File: src/logic/t5ar_defines.svh
// Register indices, field positions, reset values and timing counts
// for the auto-reload timer. Included by the package and the modules.
`ifndef T5AR_DEFINES_SVH
`define T5AR_DEFINES_SVH

// Register indices; the byte address is four times the index
`define T5AR_IDX_CTRL 10'h0c8
`define T5AR_IDX_RLD_LOW 10'h0ca
`define T5AR_IDX_RLD_HIGH 10'h0cb
`define T5AR_IDX_CNT_LOW 10'h0cc
`define T5AR_IDX_CNT_HIGH 10'h0cd
`define T5AR_IDX_CLK_CTRL 10'h0d0
`define T5AR_IDX_IRQ_EN 10'h0d1

// Control register: writable bits, unused bits 4 and 1 stay zero
`define T5AR_CTRL_WMASK 8'hed
`define T5AR_CTRL_RESET 8'h00
`define T5AR_BIT_HFLAG 7
`define T5AR_BIT_LFLAG 6

// Clock control register: writable bits and reset
`define T5AR_CLK_WMASK 8'h07
`define T5AR_CLK_RESET 8'h00

// Interrupt enable register: only the timer enable bit is held
`define T5AR_IRQ_WMASK 8'h80
`define T5AR_IRQ_RESET 8'h00

// Byte registers reset value
`define T5AR_BYTE_RESET 8'h00

// Clock dividers
`define T5AR_SYS_DIV 12
`define T5AR_EXT_DIV 8

// AXI responses
`define T5AR_RESP_OKAY 2'b00
`define T5AR_RESP_SLVERR 2'b10

`endif

File: src/logic/t5ar_pkg.sv
// Types shared by the auto-reload timer modules.
// Assumes the defines header sits in the same folder.
`include "t5ar_defines.svh"

package t5ar_pkg;

  // Control register layout, bit 7 first
  typedef struct packed {
    logic hflag;
    logic lflag;
    logic lien;
    logic unused4;
    logic split;
    logic run;
    logic unused1;
    logic xclk;
  } t5ar_ctrl_type;

  // Clock control register layout
  typedef struct packed {
    logic [4:0] rsvd;
    logic aux;
    logic high_sel;
    logic low_sel;
  } t5ar_clk_type;

  // Counting arrangement, one-hot
  typedef enum logic [1:0] {
    T5AR_MODE_WIDE = 2'b01,
    T5AR_MODE_SPLIT = 2'b10
  } t5ar_mode_type;

endpackage

File: src/logic/t5ar_top.sv
// Auto-reload timer with 16-bit and split 8-bit modes, AXI4-Lite slave.
// Assumes one clock, synchronous reset, and a master that keeps
// valid and payload steady until each channel is taken.
`timescale 1ns/1ps
`include "t5ar_defines.svh"

// How it works
// - Count is two bytes; runs as one 16-bit or two 8-bit reloaders.
// - Ticks come from system clock, clock over 12, or synced ext over 8.
// - In 16-bit mode a rollover of all ones loads both reload bytes.
// - Each 16-bit rollover sets the high overflow flag, control bit 7.
// - Timer interrupt enable makes every 16-bit overflow request interrupt.
// - With low enable too, low byte rollover also requests interrupt.
// - Split set and auxiliary bit clear give two separate 8-bit timers.
// - In split mode each byte reloads from its own reload register.
// - In split mode run gates the high byte only; low always counts.
// - Run bit, control bit 2, starts the 16-bit count or split high byte at one, stops it at zero.
// - Per byte in split mode, low select for the 16-bit count: one gives system clock, else ext select picks.
// - In split mode each byte rollover sets that byte's overflow flag.
// - Low overflow flag, bit 6, sets on every low byte rollover.
// - Split mode interrupts on high overflow, and low if enabled.
// - Hardware never clears the overflow flags; software writes them.
// - Control bits 4 and 1 read zero and ignore writes.
// - Control register at index 0xc8, bit writable, resets to zero.
// - Reload low and high at 0xca and 0xcb, read-write, reset zero.
// - Count low and high at 0xcc and 0xcd, read-write, reset zero.
module t5ar_top
  import t5ar_pkg::*;
#(
  parameter int ADDR_W = 12,
  parameter int SYS_DIV = `T5AR_SYS_DIV,
  parameter int EXT_DIV = `T5AR_EXT_DIV
) (
  input wire logic clock_i,                // System clock, 20 MHz
  input wire logic resetn_i,               // Synchronous reset, active low
  input wire logic ext_clk_i,              // External oscillator input
  input wire logic [ADDR_W-1:0] s_axi_awaddr_i, // Write address
  input wire logic s_axi_awvalid_i,        // Write address valid
  output logic s_axi_awready_o,            // Write address ready
  input wire logic [31:0] s_axi_wdata_i,   // Write data
  input wire logic [3:0] s_axi_wstrb_i,    // Write byte strobes
  input wire logic s_axi_wvalid_i,         // Write data valid
  output logic s_axi_wready_o,             // Write data ready
  output logic [1:0] s_axi_bresp_o,        // Write response
  output logic s_axi_bvalid_o,             // Write response valid
  input wire logic s_axi_bready_i,         // Write response ready
  input wire logic [ADDR_W-1:0] s_axi_araddr_i, // Read address
  input wire logic s_axi_arvalid_i,        // Read address valid
  output logic s_axi_arready_o,            // Read address ready
  output logic [31:0] s_axi_rdata_o,       // Read data
  output logic [1:0] s_axi_rresp_o,        // Read response
  output logic s_axi_rvalid_o,             // Read data valid
  input wire logic s_axi_rready_i,         // Read data ready
  output logic timer_irq_o                 // Interrupt request, active high
);

  // Register index from a byte address
  function automatic logic [9:0] reg_index(input logic [ADDR_W-1:0] a);
    logic [ADDR_W+7:0] wide;
    wide = {8'h00, a};
    return wide[11:2];
  endfunction

  // Mapped index check
  function automatic logic is_mapped(input logic [9:0] idx);
    return (idx == `T5AR_IDX_CTRL) || (idx == `T5AR_IDX_RLD_LOW) ||
           (idx == `T5AR_IDX_RLD_HIGH) || (idx == `T5AR_IDX_CNT_LOW) ||
           (idx == `T5AR_IDX_CNT_HIGH) || (idx == `T5AR_IDX_CLK_CTRL) ||
           (idx == `T5AR_IDX_IRQ_EN);
  endfunction

  // Advance one byte: wrap to reload value after all ones
  function automatic logic [7:0] bump8(input logic [7:0] v,
                                       input logic [7:0] rld,
                                       input logic do_reload);
    logic [7:0] r;
    r = v + 8'h01;
    if (do_reload) begin
      r = rld;
    end
    return r;
  endfunction

  // Register state
  t5ar_ctrl_type ctrl_r;
  t5ar_ctrl_type ctrl_nxt;
  t5ar_clk_type clk_r;
  logic [7:0] irq_en_r;
  logic [7:0] rld_low_r;
  logic [7:0] rld_high_r;
  logic [7:0] cnt_low_r;
  logic [7:0] cnt_high_r;
  logic [7:0] cnt_low_nxt;
  logic [7:0] cnt_high_nxt;

  // Bus state
  logic aw_hold_r;
  logic w_hold_r;
  logic [ADDR_W-1:0] awaddr_r;
  logic [7:0] wbyte_r;
  logic wstrb0_r;
  logic bvalid_r;
  logic [1:0] bresp_r;
  logic rvalid_r;
  logic [31:0] rdata_r;
  logic [1:0] rresp_r;

  // Ticks from the divider
  logic div12_tick;
  logic ext8_tick;

  t5ar_tick_gen #(
    .SYS_DIV(SYS_DIV),
    .EXT_DIV(EXT_DIV)
  ) u_tick (
    .clock_i(clock_i),
    .resetn_i(resetn_i),
    .ext_clk_i(ext_clk_i),
    .div12_tick_o(div12_tick),
    .ext8_tick_o(ext8_tick)
  );

  // Write channel handshakes and commit strobe
  wire aw_take = s_axi_awvalid_i & s_axi_awready_o;
  wire w_take = s_axi_wvalid_i & s_axi_wready_o;
  wire wr_fire = aw_hold_r & w_hold_r & ~bvalid_r;
  wire [9:0] wr_idx = reg_index(awaddr_r);
  wire wr_en = wr_fire & wstrb0_r & is_mapped(wr_idx);
  wire wr_ctrl = wr_en & (wr_idx == `T5AR_IDX_CTRL);
  wire wr_rld_low = wr_en & (wr_idx == `T5AR_IDX_RLD_LOW);
  wire wr_rld_high = wr_en & (wr_idx == `T5AR_IDX_RLD_HIGH);
  wire wr_cnt_low = wr_en & (wr_idx == `T5AR_IDX_CNT_LOW);
  wire wr_cnt_high = wr_en & (wr_idx == `T5AR_IDX_CNT_HIGH);
  wire wr_clk = wr_en & (wr_idx == `T5AR_IDX_CLK_CTRL);
  wire wr_irq = wr_en & (wr_idx == `T5AR_IDX_IRQ_EN);

  // Read channel handshake and decode
  wire ar_take = s_axi_arvalid_i & s_axi_arready_o;
  wire [9:0] rd_idx = reg_index(s_axi_araddr_i);
  wire [7:0] rd_byte =
    (rd_idx == `T5AR_IDX_CTRL) ? (ctrl_r & `T5AR_CTRL_WMASK) :
    (rd_idx == `T5AR_IDX_RLD_LOW) ? rld_low_r :
    (rd_idx == `T5AR_IDX_RLD_HIGH) ? rld_high_r :
    (rd_idx == `T5AR_IDX_CNT_LOW) ? cnt_low_r :
    (rd_idx == `T5AR_IDX_CNT_HIGH) ? cnt_high_r :
    (rd_idx == `T5AR_IDX_CLK_CTRL) ? clk_r :
    (rd_idx == `T5AR_IDX_IRQ_EN) ? irq_en_r : 8'h00;

  // Mode decode: split only when auxiliary bit is clear
  wire split_on = ctrl_r.split & ~clk_r.aux;
  t5ar_mode_type mode;
  assign mode = split_on ? T5AR_MODE_SPLIT : T5AR_MODE_WIDE;

  // Per-byte tick selection
  wire ext_or_div = ctrl_r.xclk ? ext8_tick : div12_tick;
  wire low_tick = clk_r.low_sel ? 1'b1 : ext_or_div;
  wire high_tick = clk_r.high_sel ? 1'b1 : ext_or_div;

  // Count enables for each mode
  wire wide_inc = (mode == T5AR_MODE_WIDE) & ctrl_r.run & low_tick;
  wire low_inc = (mode == T5AR_MODE_SPLIT) & low_tick;
  wire high_inc = (mode == T5AR_MODE_SPLIT) & ctrl_r.run & high_tick;

  // Rollover detection
  wire low_full = (cnt_low_r == 8'hff);
  wire high_full = (cnt_high_r == 8'hff);
  wire wide_roll = wide_inc & low_full & high_full;
  wire wide_carry = wide_inc & low_full;
  wire split_low_roll = low_inc & low_full;
  wire split_high_roll = high_inc & high_full;
  wire set_hflag = wide_roll | split_high_roll;
  wire set_lflag = wide_carry | split_low_roll;

  // Next count, bus write wins over counting
  always_comb begin
    cnt_low_nxt = cnt_low_r;
    cnt_high_nxt = cnt_high_r;
    if (wide_inc) begin
      cnt_low_nxt = bump8(cnt_low_r, rld_low_r, wide_roll);
      if (wide_carry) begin
        cnt_high_nxt = bump8(cnt_high_r, rld_high_r, wide_roll);
      end
    end
    if (low_inc) begin
      cnt_low_nxt = bump8(cnt_low_r, rld_low_r, low_full);
    end
    if (high_inc) begin
      cnt_high_nxt = bump8(cnt_high_r, rld_high_r, high_full);
    end
    if (wr_cnt_low) begin
      cnt_low_nxt = wbyte_r;
    end
    if (wr_cnt_high) begin
      cnt_high_nxt = wbyte_r;
    end
  end

  // Next control value; hardware set beats a software clear
  always_comb begin
    ctrl_nxt = ctrl_r;
    if (wr_ctrl) begin
      ctrl_nxt = t5ar_ctrl_type'(wbyte_r & `T5AR_CTRL_WMASK);
    end
    if (set_hflag) begin
      ctrl_nxt.hflag = 1'b1;
    end
    if (set_lflag) begin
      ctrl_nxt.lflag = 1'b1;
    end
  end

  // Interrupt request from sticky flags and enables
  assign timer_irq_o = irq_en_r[`T5AR_BIT_HFLAG] &
    (ctrl_r.hflag | (ctrl_r.lien & ctrl_r.lflag));

  // Control and clock configuration registers
  always_ff @(posedge clock_i) begin
    if (!resetn_i) begin
      ctrl_r <= t5ar_ctrl_type'(`T5AR_CTRL_RESET);
      clk_r <= t5ar_clk_type'(`T5AR_CLK_RESET);
      irq_en_r <= `T5AR_IRQ_RESET;
    end else begin
      ctrl_r <= ctrl_nxt;
      if (wr_clk) begin
        clk_r <= t5ar_clk_type'(wbyte_r & `T5AR_CLK_WMASK);
      end
      if (wr_irq) begin
        irq_en_r <= wbyte_r & `T5AR_IRQ_WMASK;
      end
    end
  end

  // Reload registers
  always_ff @(posedge clock_i) begin
    if (!resetn_i) begin
      rld_low_r <= `T5AR_BYTE_RESET;
      rld_high_r <= `T5AR_BYTE_RESET;
    end else begin
      if (wr_rld_low) begin
        rld_low_r <= wbyte_r;
      end
      if (wr_rld_high) begin
        rld_high_r <= wbyte_r;
      end
    end
  end

  // Count bytes
  always_ff @(posedge clock_i) begin
    if (!resetn_i) begin
      cnt_low_r <= `T5AR_BYTE_RESET;
      cnt_high_r <= `T5AR_BYTE_RESET;
    end else begin
      cnt_low_r <= cnt_low_nxt;
      cnt_high_r <= cnt_high_nxt;
    end
  end

  // Write channel ready while nothing is held or answered
  assign s_axi_awready_o = ~aw_hold_r & ~bvalid_r;
  assign s_axi_wready_o = ~w_hold_r & ~bvalid_r;
  assign s_axi_bvalid_o = bvalid_r;
  assign s_axi_bresp_o = bresp_r;

  // Write address and data capture, either order
  always_ff @(posedge clock_i) begin
    if (!resetn_i) begin
      aw_hold_r <= 1'b0;
      w_hold_r <= 1'b0;
      awaddr_r <= '0;
      wbyte_r <= 8'h00;
      wstrb0_r <= 1'b0;
    end else begin
      if (aw_take) begin
        aw_hold_r <= 1'b1;
        awaddr_r <= s_axi_awaddr_i;
      end else if (wr_fire) begin
        aw_hold_r <= 1'b0;
      end
      if (w_take) begin
        w_hold_r <= 1'b1;
        wbyte_r <= s_axi_wdata_i[7:0];
        wstrb0_r <= s_axi_wstrb_i[0];
      end else if (wr_fire) begin
        w_hold_r <= 1'b0;
      end
    end
  end

  // Write response
  always_ff @(posedge clock_i) begin
    if (!resetn_i) begin
      bvalid_r <= 1'b0;
      bresp_r <= `T5AR_RESP_OKAY;
    end else if (wr_fire) begin
      bvalid_r <= 1'b1;
      bresp_r <= is_mapped(wr_idx) ? `T5AR_RESP_OKAY : `T5AR_RESP_SLVERR;
    end else if (s_axi_bready_i) begin
      bvalid_r <= 1'b0;
    end
  end

  // Read channel
  assign s_axi_arready_o = ~rvalid_r;
  assign s_axi_rvalid_o = rvalid_r;
  assign s_axi_rdata_o = rdata_r;
  assign s_axi_rresp_o = rresp_r;

  // Read data capture
  always_ff @(posedge clock_i) begin
    if (!resetn_i) begin
      rvalid_r <= 1'b0;
      rdata_r <= 32'h0000_0000;
      rresp_r <= `T5AR_RESP_OKAY;
    end else if (ar_take) begin
      rvalid_r <= 1'b1;
      rdata_r <= {24'h00_0000, rd_byte};
      rresp_r <= is_mapped(rd_idx) ? `T5AR_RESP_OKAY : `T5AR_RESP_SLVERR;
    end else if (s_axi_rready_i) begin
      rvalid_r <= 1'b0;
    end
  end

endmodule

File: src/logic/t5ar_tick_gen.sv
// Tick generator: system clock divided by twelve, and the external
// oscillator synchronised and divided by eight. Single clock domain.
`timescale 1ns/1ps
`include "t5ar_defines.svh"

module t5ar_tick_gen #(
  parameter int SYS_DIV = `T5AR_SYS_DIV,
  parameter int EXT_DIV = `T5AR_EXT_DIV
) (
  input wire logic clock_i,   // System clock
  input wire logic resetn_i,  // Synchronous reset, active low
  input wire logic ext_clk_i, // External oscillator
  output logic div12_tick_o,  // One-cycle tick every SYS_DIV clocks
  output logic ext8_tick_o    // One-cycle tick every EXT_DIV ext edges
);

  localparam int SW = $clog2(SYS_DIV);
  localparam int EW = $clog2(EXT_DIV);
  localparam logic [SW-1:0] SYS_LAST = SW'(SYS_DIV - 1);
  localparam logic [EW-1:0] EXT_LAST = EW'(EXT_DIV - 1);

  logic [SW-1:0] sys_cnt_r;
  logic [EW-1:0] ext_cnt_r;
  logic sync1_r;
  logic sync2_r;
  logic prev_r;
  logic ext_edge;

  // Decoded ticks and rising edge of the synchronised oscillator
  assign ext_edge = sync2_r & ~prev_r;
  assign div12_tick_o = (sys_cnt_r == SYS_LAST);
  assign ext8_tick_o = ext_edge & (ext_cnt_r == EXT_LAST);

  // System clock prescaler
  always_ff @(posedge clock_i) begin
    if (!resetn_i) begin
      sys_cnt_r <= '0;
    end else if (div12_tick_o) begin
      sys_cnt_r <= '0;
    end else begin
      sys_cnt_r <= sys_cnt_r + 1'b1;
    end
  end

  // Two-flop synchroniser, then edge history
  always_ff @(posedge clock_i) begin
    if (!resetn_i) begin
      sync1_r <= 1'b0;
      sync2_r <= 1'b0;
      prev_r <= 1'b0;
    end else begin
      sync1_r <= ext_clk_i;
      sync2_r <= sync1_r;
      prev_r <= sync2_r;
    end
  end

  // External edge divider
  always_ff @(posedge clock_i) begin
    if (!resetn_i) begin
      ext_cnt_r <= '0;
    end else if (ext8_tick_o) begin
      ext_cnt_r <= '0;
    end else if (ext_edge) begin
      ext_cnt_r <= ext_cnt_r + 1'b1;
    end
  end

endmodule

File: config.mk
export PLATFORM = sky130hd
export DESIGN_NAME = t5ar_top
export DESIGN_NICKNAME = d
export VERILOG_FILES = /design/src/logic/t5ar_pkg.sv /design/src/logic/t5ar_top.sv /design/src/logic/t5ar_tick_gen.sv
export VERILOG_INCLUDE_DIRS = /design/src /design/src/logic
export SDC_FILE = /design/constraint.sdc
export NUM_CORES = 1
export LEC_CHECK = 0
export BUFFER_PORTS_ARGS = -buffer_cell sky130_fd_sc_hd__buf_4
export CORE_ASPECT_RATIO = 0.9
export CORE_UTILIZATION = 48
export DETAILED_ROUTE_END_ITERATION = 10
export PLACE_DENSITY = 0.77
export SYNTH_ARGS = -nofsm -noshare
export SYNTH_HDL_FRONTEND = slang
export SYNTH_SLANG_ARGS = --single-unit
File: constraint.sdc
create_clock -name clock_i -period 2 [get_ports clock_i]
set_clock_uncertainty 0.1 [all_clocks]
set_input_delay 0.4 -clock clock_i [delete_from_list [all_inputs] [get_ports clock_i]]
set_output_delay 0.4 -clock clock_i [all_outputs]
set_load 0.01 [all_outputs]
Yosys cells after proc, flatten, opt, wreduce, memory -nomap -nowiden
Cells that the tools add are included.

Register bits after elaboration: 89. Input bits: 68.

Add/subtract/negate cells: 4. Eq/ne operators: 20. Multiplexer cells: 34. Bitwise gates (word level): 40. Reductions and logical operators: 24.

Operators by type and width (count): $mux 8 (19); $eq 10x8->1 const B (14); $and 1x1->1 (30); $add 8x1->8 const B (2); $eq 8x8->1 const B (2); $logic_or 1x1->1 (12); $mux 1 (12); $reduce_bool 2->1 (6); $reduce_bool 3->1 (3); $not 1->1 (7); $mux 2 (3); $add 4x1->4 const B (1); $eq 4x4->1 const B (1); $reduce_or 2->1 (2); $add 3x1->3 const B (1); $eq 3x3->1 const B (1); $or 1x1->1 (3); $eq 2x1->1 const B (1); $eq 2x2->1 const B (1); $reduce_and 2->1 (1).

Logic depth before layout (Yosys ltp)
Word-level depth: 13. Gate-level depth with buffers: 9. Mapped depth without buffers: 8.

Hierarchy
From an unflattened synthesis, not the netlist that was laid out.

Cells, all modules: 551. Area total of the unflattened synthesis: 4580.6 µm².

By module, submodules not included: t5ar_top (instances 1, cells an instance 510, area each 4165.2 µm², seq. area each 1501.4 µm²); t5ar_tick_gen (instances 1, cells an instance 41, area each 415.4 µm², seq. area each 200.2 µm²).

Worst setup path after synthesis
Ideal clock, no wire load.

Path kind: register to register. From: register u_tick.ext_cnt_r[0]. To: register cnt_low_r[5]. Library setup time: 134 ps. Arrival time: 1828 ps. Slack: -63 ps. Stages on the path, launching flop included: 9. Path buffers: 0. Period minus slack after synthesis: 2063 ps. Cells stage by stage: dfxtp_1 ha_1 ha_1 and4b_1 nor3_2 a21oi_1 or3_1 o211ai_1 a21oi_1.

Word-level cells in the longest chain between the ends: 11. Elaborated cells on any way between the ends: 13. Classes of those cells: 1 x eq/ne; 6 x mux; 5 x bitwise; 1 x reduce/logical.

RTL lines: start, declared (RTL line t5ar_tick_gen.sv:23) `logic [EW-1:0] ext_cnt_r;`; start signal, assigned (RTL line t5ar_tick_gen.sv:65) `ext_cnt_r <= ext_cnt_r + 1'b1;`; $eq 3x3->1 * (RTL line t5ar_tick_gen.sv:32) `assign ext8_tick_o = ext_edge & (ext_cnt_r == EXT_LAST);`; $and 1x1->1 * (RTL line t5ar_tick_gen.sv:32); $mux 1 * (RTL line t5ar_top.sv:155) `wire ext_or_div = ctrl_r.xclk ? ext8_tick : div12_tick;`; $mux 1 * (RTL line t5ar_top.sv:156) `wire low_tick = clk_r.low_sel ? 1'b1 : ext_or_div;`; $and 1x1->1 (RTL line t5ar_top.sv:160) `wire wide_inc = (mode == T5AR_MODE_WIDE) & ctrl_r.run & low_tick;`; $and 1x1->1 (2 in series) (RTL line t5ar_top.sv:167) `wire wide_roll = wide_inc & low_full & high_full;`; $mux 8 (RTL line t5ar_top.sv:78) `if (do_reload) begin`; $mux 8 (RTL line t5ar_top.sv:178) `if (wide_inc) begin`; $mux 8 (RTL line t5ar_top.sv:184) `if (low_inc) begin`; $mux 8 (RTL line t5ar_top.sv:190) `if (wr_cnt_low) begin`; end signal, assigned (RTL line t5ar_top.sv:251) `` cnt_low_r <= `T5AR_BYTE_RESET; ``; end signal, assigned (RTL line t5ar_top.sv:254) `cnt_low_r <= cnt_low_nxt;`; end, declared (RTL line t5ar_top.sv:91) `logic [7:0] cnt_low_r;`.

Mark *: on every way between the ends. The rest lies on a longest branch, timed or not. The select of a mux whose other input is x is not followed. A chain may end at the register's enable or synchronous reset.

Worst setup path after layout
From: register u_tick.ext_cnt_r[1]. To: register cnt_low_r[1].

The elaborated chain is that of the path after synthesis.

==> reports/metrics.yaml <==
outcome:
  run_status: "finished, violations left"
  violations: "setup timing"
logic_synthesis:
  syn_avg_cell_area_sq_um: 8.464
  syn_inst: 518
  synth_edf_count: 0
  ys_top_cells_by_area: "dfxtp_1 (39%), mux2i_1 (11%), nand2_1 (5.7%)"
  ys.flop_type: "dfxtp_1"
  yosysWarnings: 0
  synth-seq-cells: 85
  synth_top_area_share_pct: 38.81
  async_flop_share_pct: 0
  synth_top_area_cell: "dfxtp_1"
  synth_area_sq_um: 4384
  seq_area_frac_synth_pct: 38.81
  ys_types: 57
sta:
  slew_viol_final: 0
  period_needed_ps: 2094
  relSlewSlack_pct: 62.66
  finalCritPeriodShare_pct: 104.7
  tightest_slew_ps: 559.2
  finalHoldViolCount: 0
  setup_viol: 8
  fin_ws_ps: -94.44
  finalSetupTns_ps: -368.7
  max_freq_mhz: 477.5
  rsz0062_at_grt: "true"
cells_and_area:
  fillerInstances: 750
  drive_above_1_share_pct: 27.80
  final_common_cell: "buf_4"
  fin_cells: 745
  final_cell_mix: "buf_4 (112), dfxtp_1 (80), nand2_1 (66), mux2i_1 (48), nor2_1 (47)"
  areaGrowthSynthToFinish_pct: 27.51
  nets: 694
  n_antenna_cell: 0
cts:
  cts_inserted_buffers: 9
  htreeDepth: 3
  cts_tree: "done"
  cts_buffer_depth: 2
  root_buffer: "clkbuf_8"
  clkTransAtPathRegs_ps: 90
  clock_sinks: 85
  worstSkewPairLatency_ps: 370
setup_path:
  crit_required_ps: 2170
  crit_path_end_kind: "flip-flop"
  slowest_stage: "dfxtp_2"
  cp_max_fo: 5
  arrival_ps: 2270
  max_stage_delay_ps: 360
  start_kind: "flip-flop"
  r2r_cells: 8
  critPathKind: "reg2reg"
  crit_chain: "ha_4, ha_4, and4b_2, nor3_4, nor3_4, mux2i_1, a211oi_2, a31o_2"
die:
  dieHeight_um: 92.67
  num_rows: 32
  core-area_sq_um: 8728
  ios: 110
  design.die.area_sq_um: 9520
  start_util_pct: 50.23
  die_x_um: 102.7
routing:
  antenna_left: 0
  drc: 0
  initialDrtViolationCount: 263
  detail_route.wl_per_cell_um: 15.91
  finalWirelength_um: 11850
  via_count: 4088
  firstDrtPassIters: 5
  vias_per_cell: 5.487
power_and_ir_drop:
  leakage_nw: 2.326
  p_per_area_nw_per_um2: 615.1
  ir_drop_uv: 451.3
  total_power_mw: 3.439
global_route:
  grt_pass1_wl_um: 18270
  grt_start_max_net_pins: 30
  grt_overflow: 0
  grt_pass1_vias: 3872
  grt_antenna_before_repair: 0
  grt_use_total_pct: 25.08
hold_path:
  hold_path_depth: 2
  worstHoldPathType: "in2reg"
place:
  pre_cts_slack_ps: -172.4
  dpl.cell_count: 720
  hpwl_um: 8770
  portBuffers: 52
  gp_congestion: 0.9397
flow_run:
  cap_violations: 0
what timing repair did:
action	CTS	global route
buffers inserted	4	5
hold buffers	0	0
endpoints found under the setup margin	18	32
gates resized for setup	3	26
pin swaps	1	12
worst paths after layout:
path	startpoint	endpoint	slack, ps
worst max register to register	u_tick.ext_cnt_r[1]	cnt_low_r[1]	-90
worst min-delay path	s_axi_rready_i	s_axi_rvalid_o	100
worst max-delay path	u_tick.ext_cnt_r[1]	cnt_low_r[1]	-90
worst min register to register	u_tick.sync1_r	u_tick.sync2_r	340
flip-flops by register name, summed over array words and instances, names as in the netlist, 3 cells and up:
signal and cells:
awaddr_r 10, clk_r 3, cnt_high_r 8, ctrl_r 6
u_tick.ext_cnt_r 3, cnt_low_r 8, rld_high_r 8, s_axi_rdata_o 8
wbyte_r 8, rld_low_r 8, u_tick.sys_cnt_r 4
synthesized netlist by cell type (4+ instances only):
library cell	instances
a21oi_1	45
nor4b_1	4
nand2b_1	6
buf_4	26
clkbuf_1	18
a31oi_1	6
ha_1	5
nor2b_1	6
inv_1	7
nand3_1	19
buf_2	5
and3_1	6
nand3b_1	5
o21ai_0	19
nor3_1	7
and2_1	7
o22ai_1	8
nor2_1	48
nand2_1	67
dfxtp_1	85
mux2i_1	48
xnor2_1	5
nand4_1	6
nor3b_1	6
cells by family after synthesis:
family	Yosys count	synth area share, %
AO/OA/AOI/OAI	107	15.15
XOR/XNOR	8	1.598
adder cells (fa/ha/maj)	5	1.427
buffers and inverters	57	7.249
flip-flops	85	38.81
multiplexers	50	11.47
other	1	0.08553
AND/OR/NAND/NOR	205	24.20
layer usage:
layer / global-route usage, % / vias to the layer above / wire [um] / share of wire [%]
met3: 4.906 / 18 / 721 / 6.1
met5: 0 / - / 0 / 0
met2: 42.67 / 141 / 5799 / 49
met4: 7.394 / 0 / 183 / 1.5
met1: 31.87 / 1925 / 5149 / 43
li1: - / 2004 / - / -
power breakdown:
part           leakage, nW  internal [mW]  switching, mW
logic                 1.52          0.159          0.191
clock network        0.107          0.622          0.660
registers            0.693           1.74         0.0642
total                 2.33           2.52          0.915
through the flow:
| stage | area [sq um] | hold slack (ps) | utilization, % |
|---|---|---|---|
| floorplan | 4522 | 311.9 | - |
| global placement | 5202 | 325.6 | 59.60 |
| detailed placement | 5202 | 323.8 | 59.60 |
| CTS | 5456 | 102.0 | 62.51 |
| global route | 5590 | 97.69 | 64.05 |
| finish | 5590 | 103.9 | 64.05 |
cell type report:
type                       count  area (sq um)  area share (%)
clock buffer                  10         137.6           2.462
clock inverter                 6         70.07           1.253
inverter                       8         30.03          0.5372
multi-input combinational    401          2587           46.28
sequential                    85          1713           30.64
tap                          119         148.9           2.663
timing repair buffer         116         903.4           16.16
worst max-delay path: cells and delay by family (launching register included):
family,cells,cell delay [ps]
AOI/OAI and AO/OA,2,310
muxes,1,280
DFF,1,360
and+or+nand+nor,3,680
adders and majority gates,2,260
No activity file was read; power rests on OpenSTA's default activity.
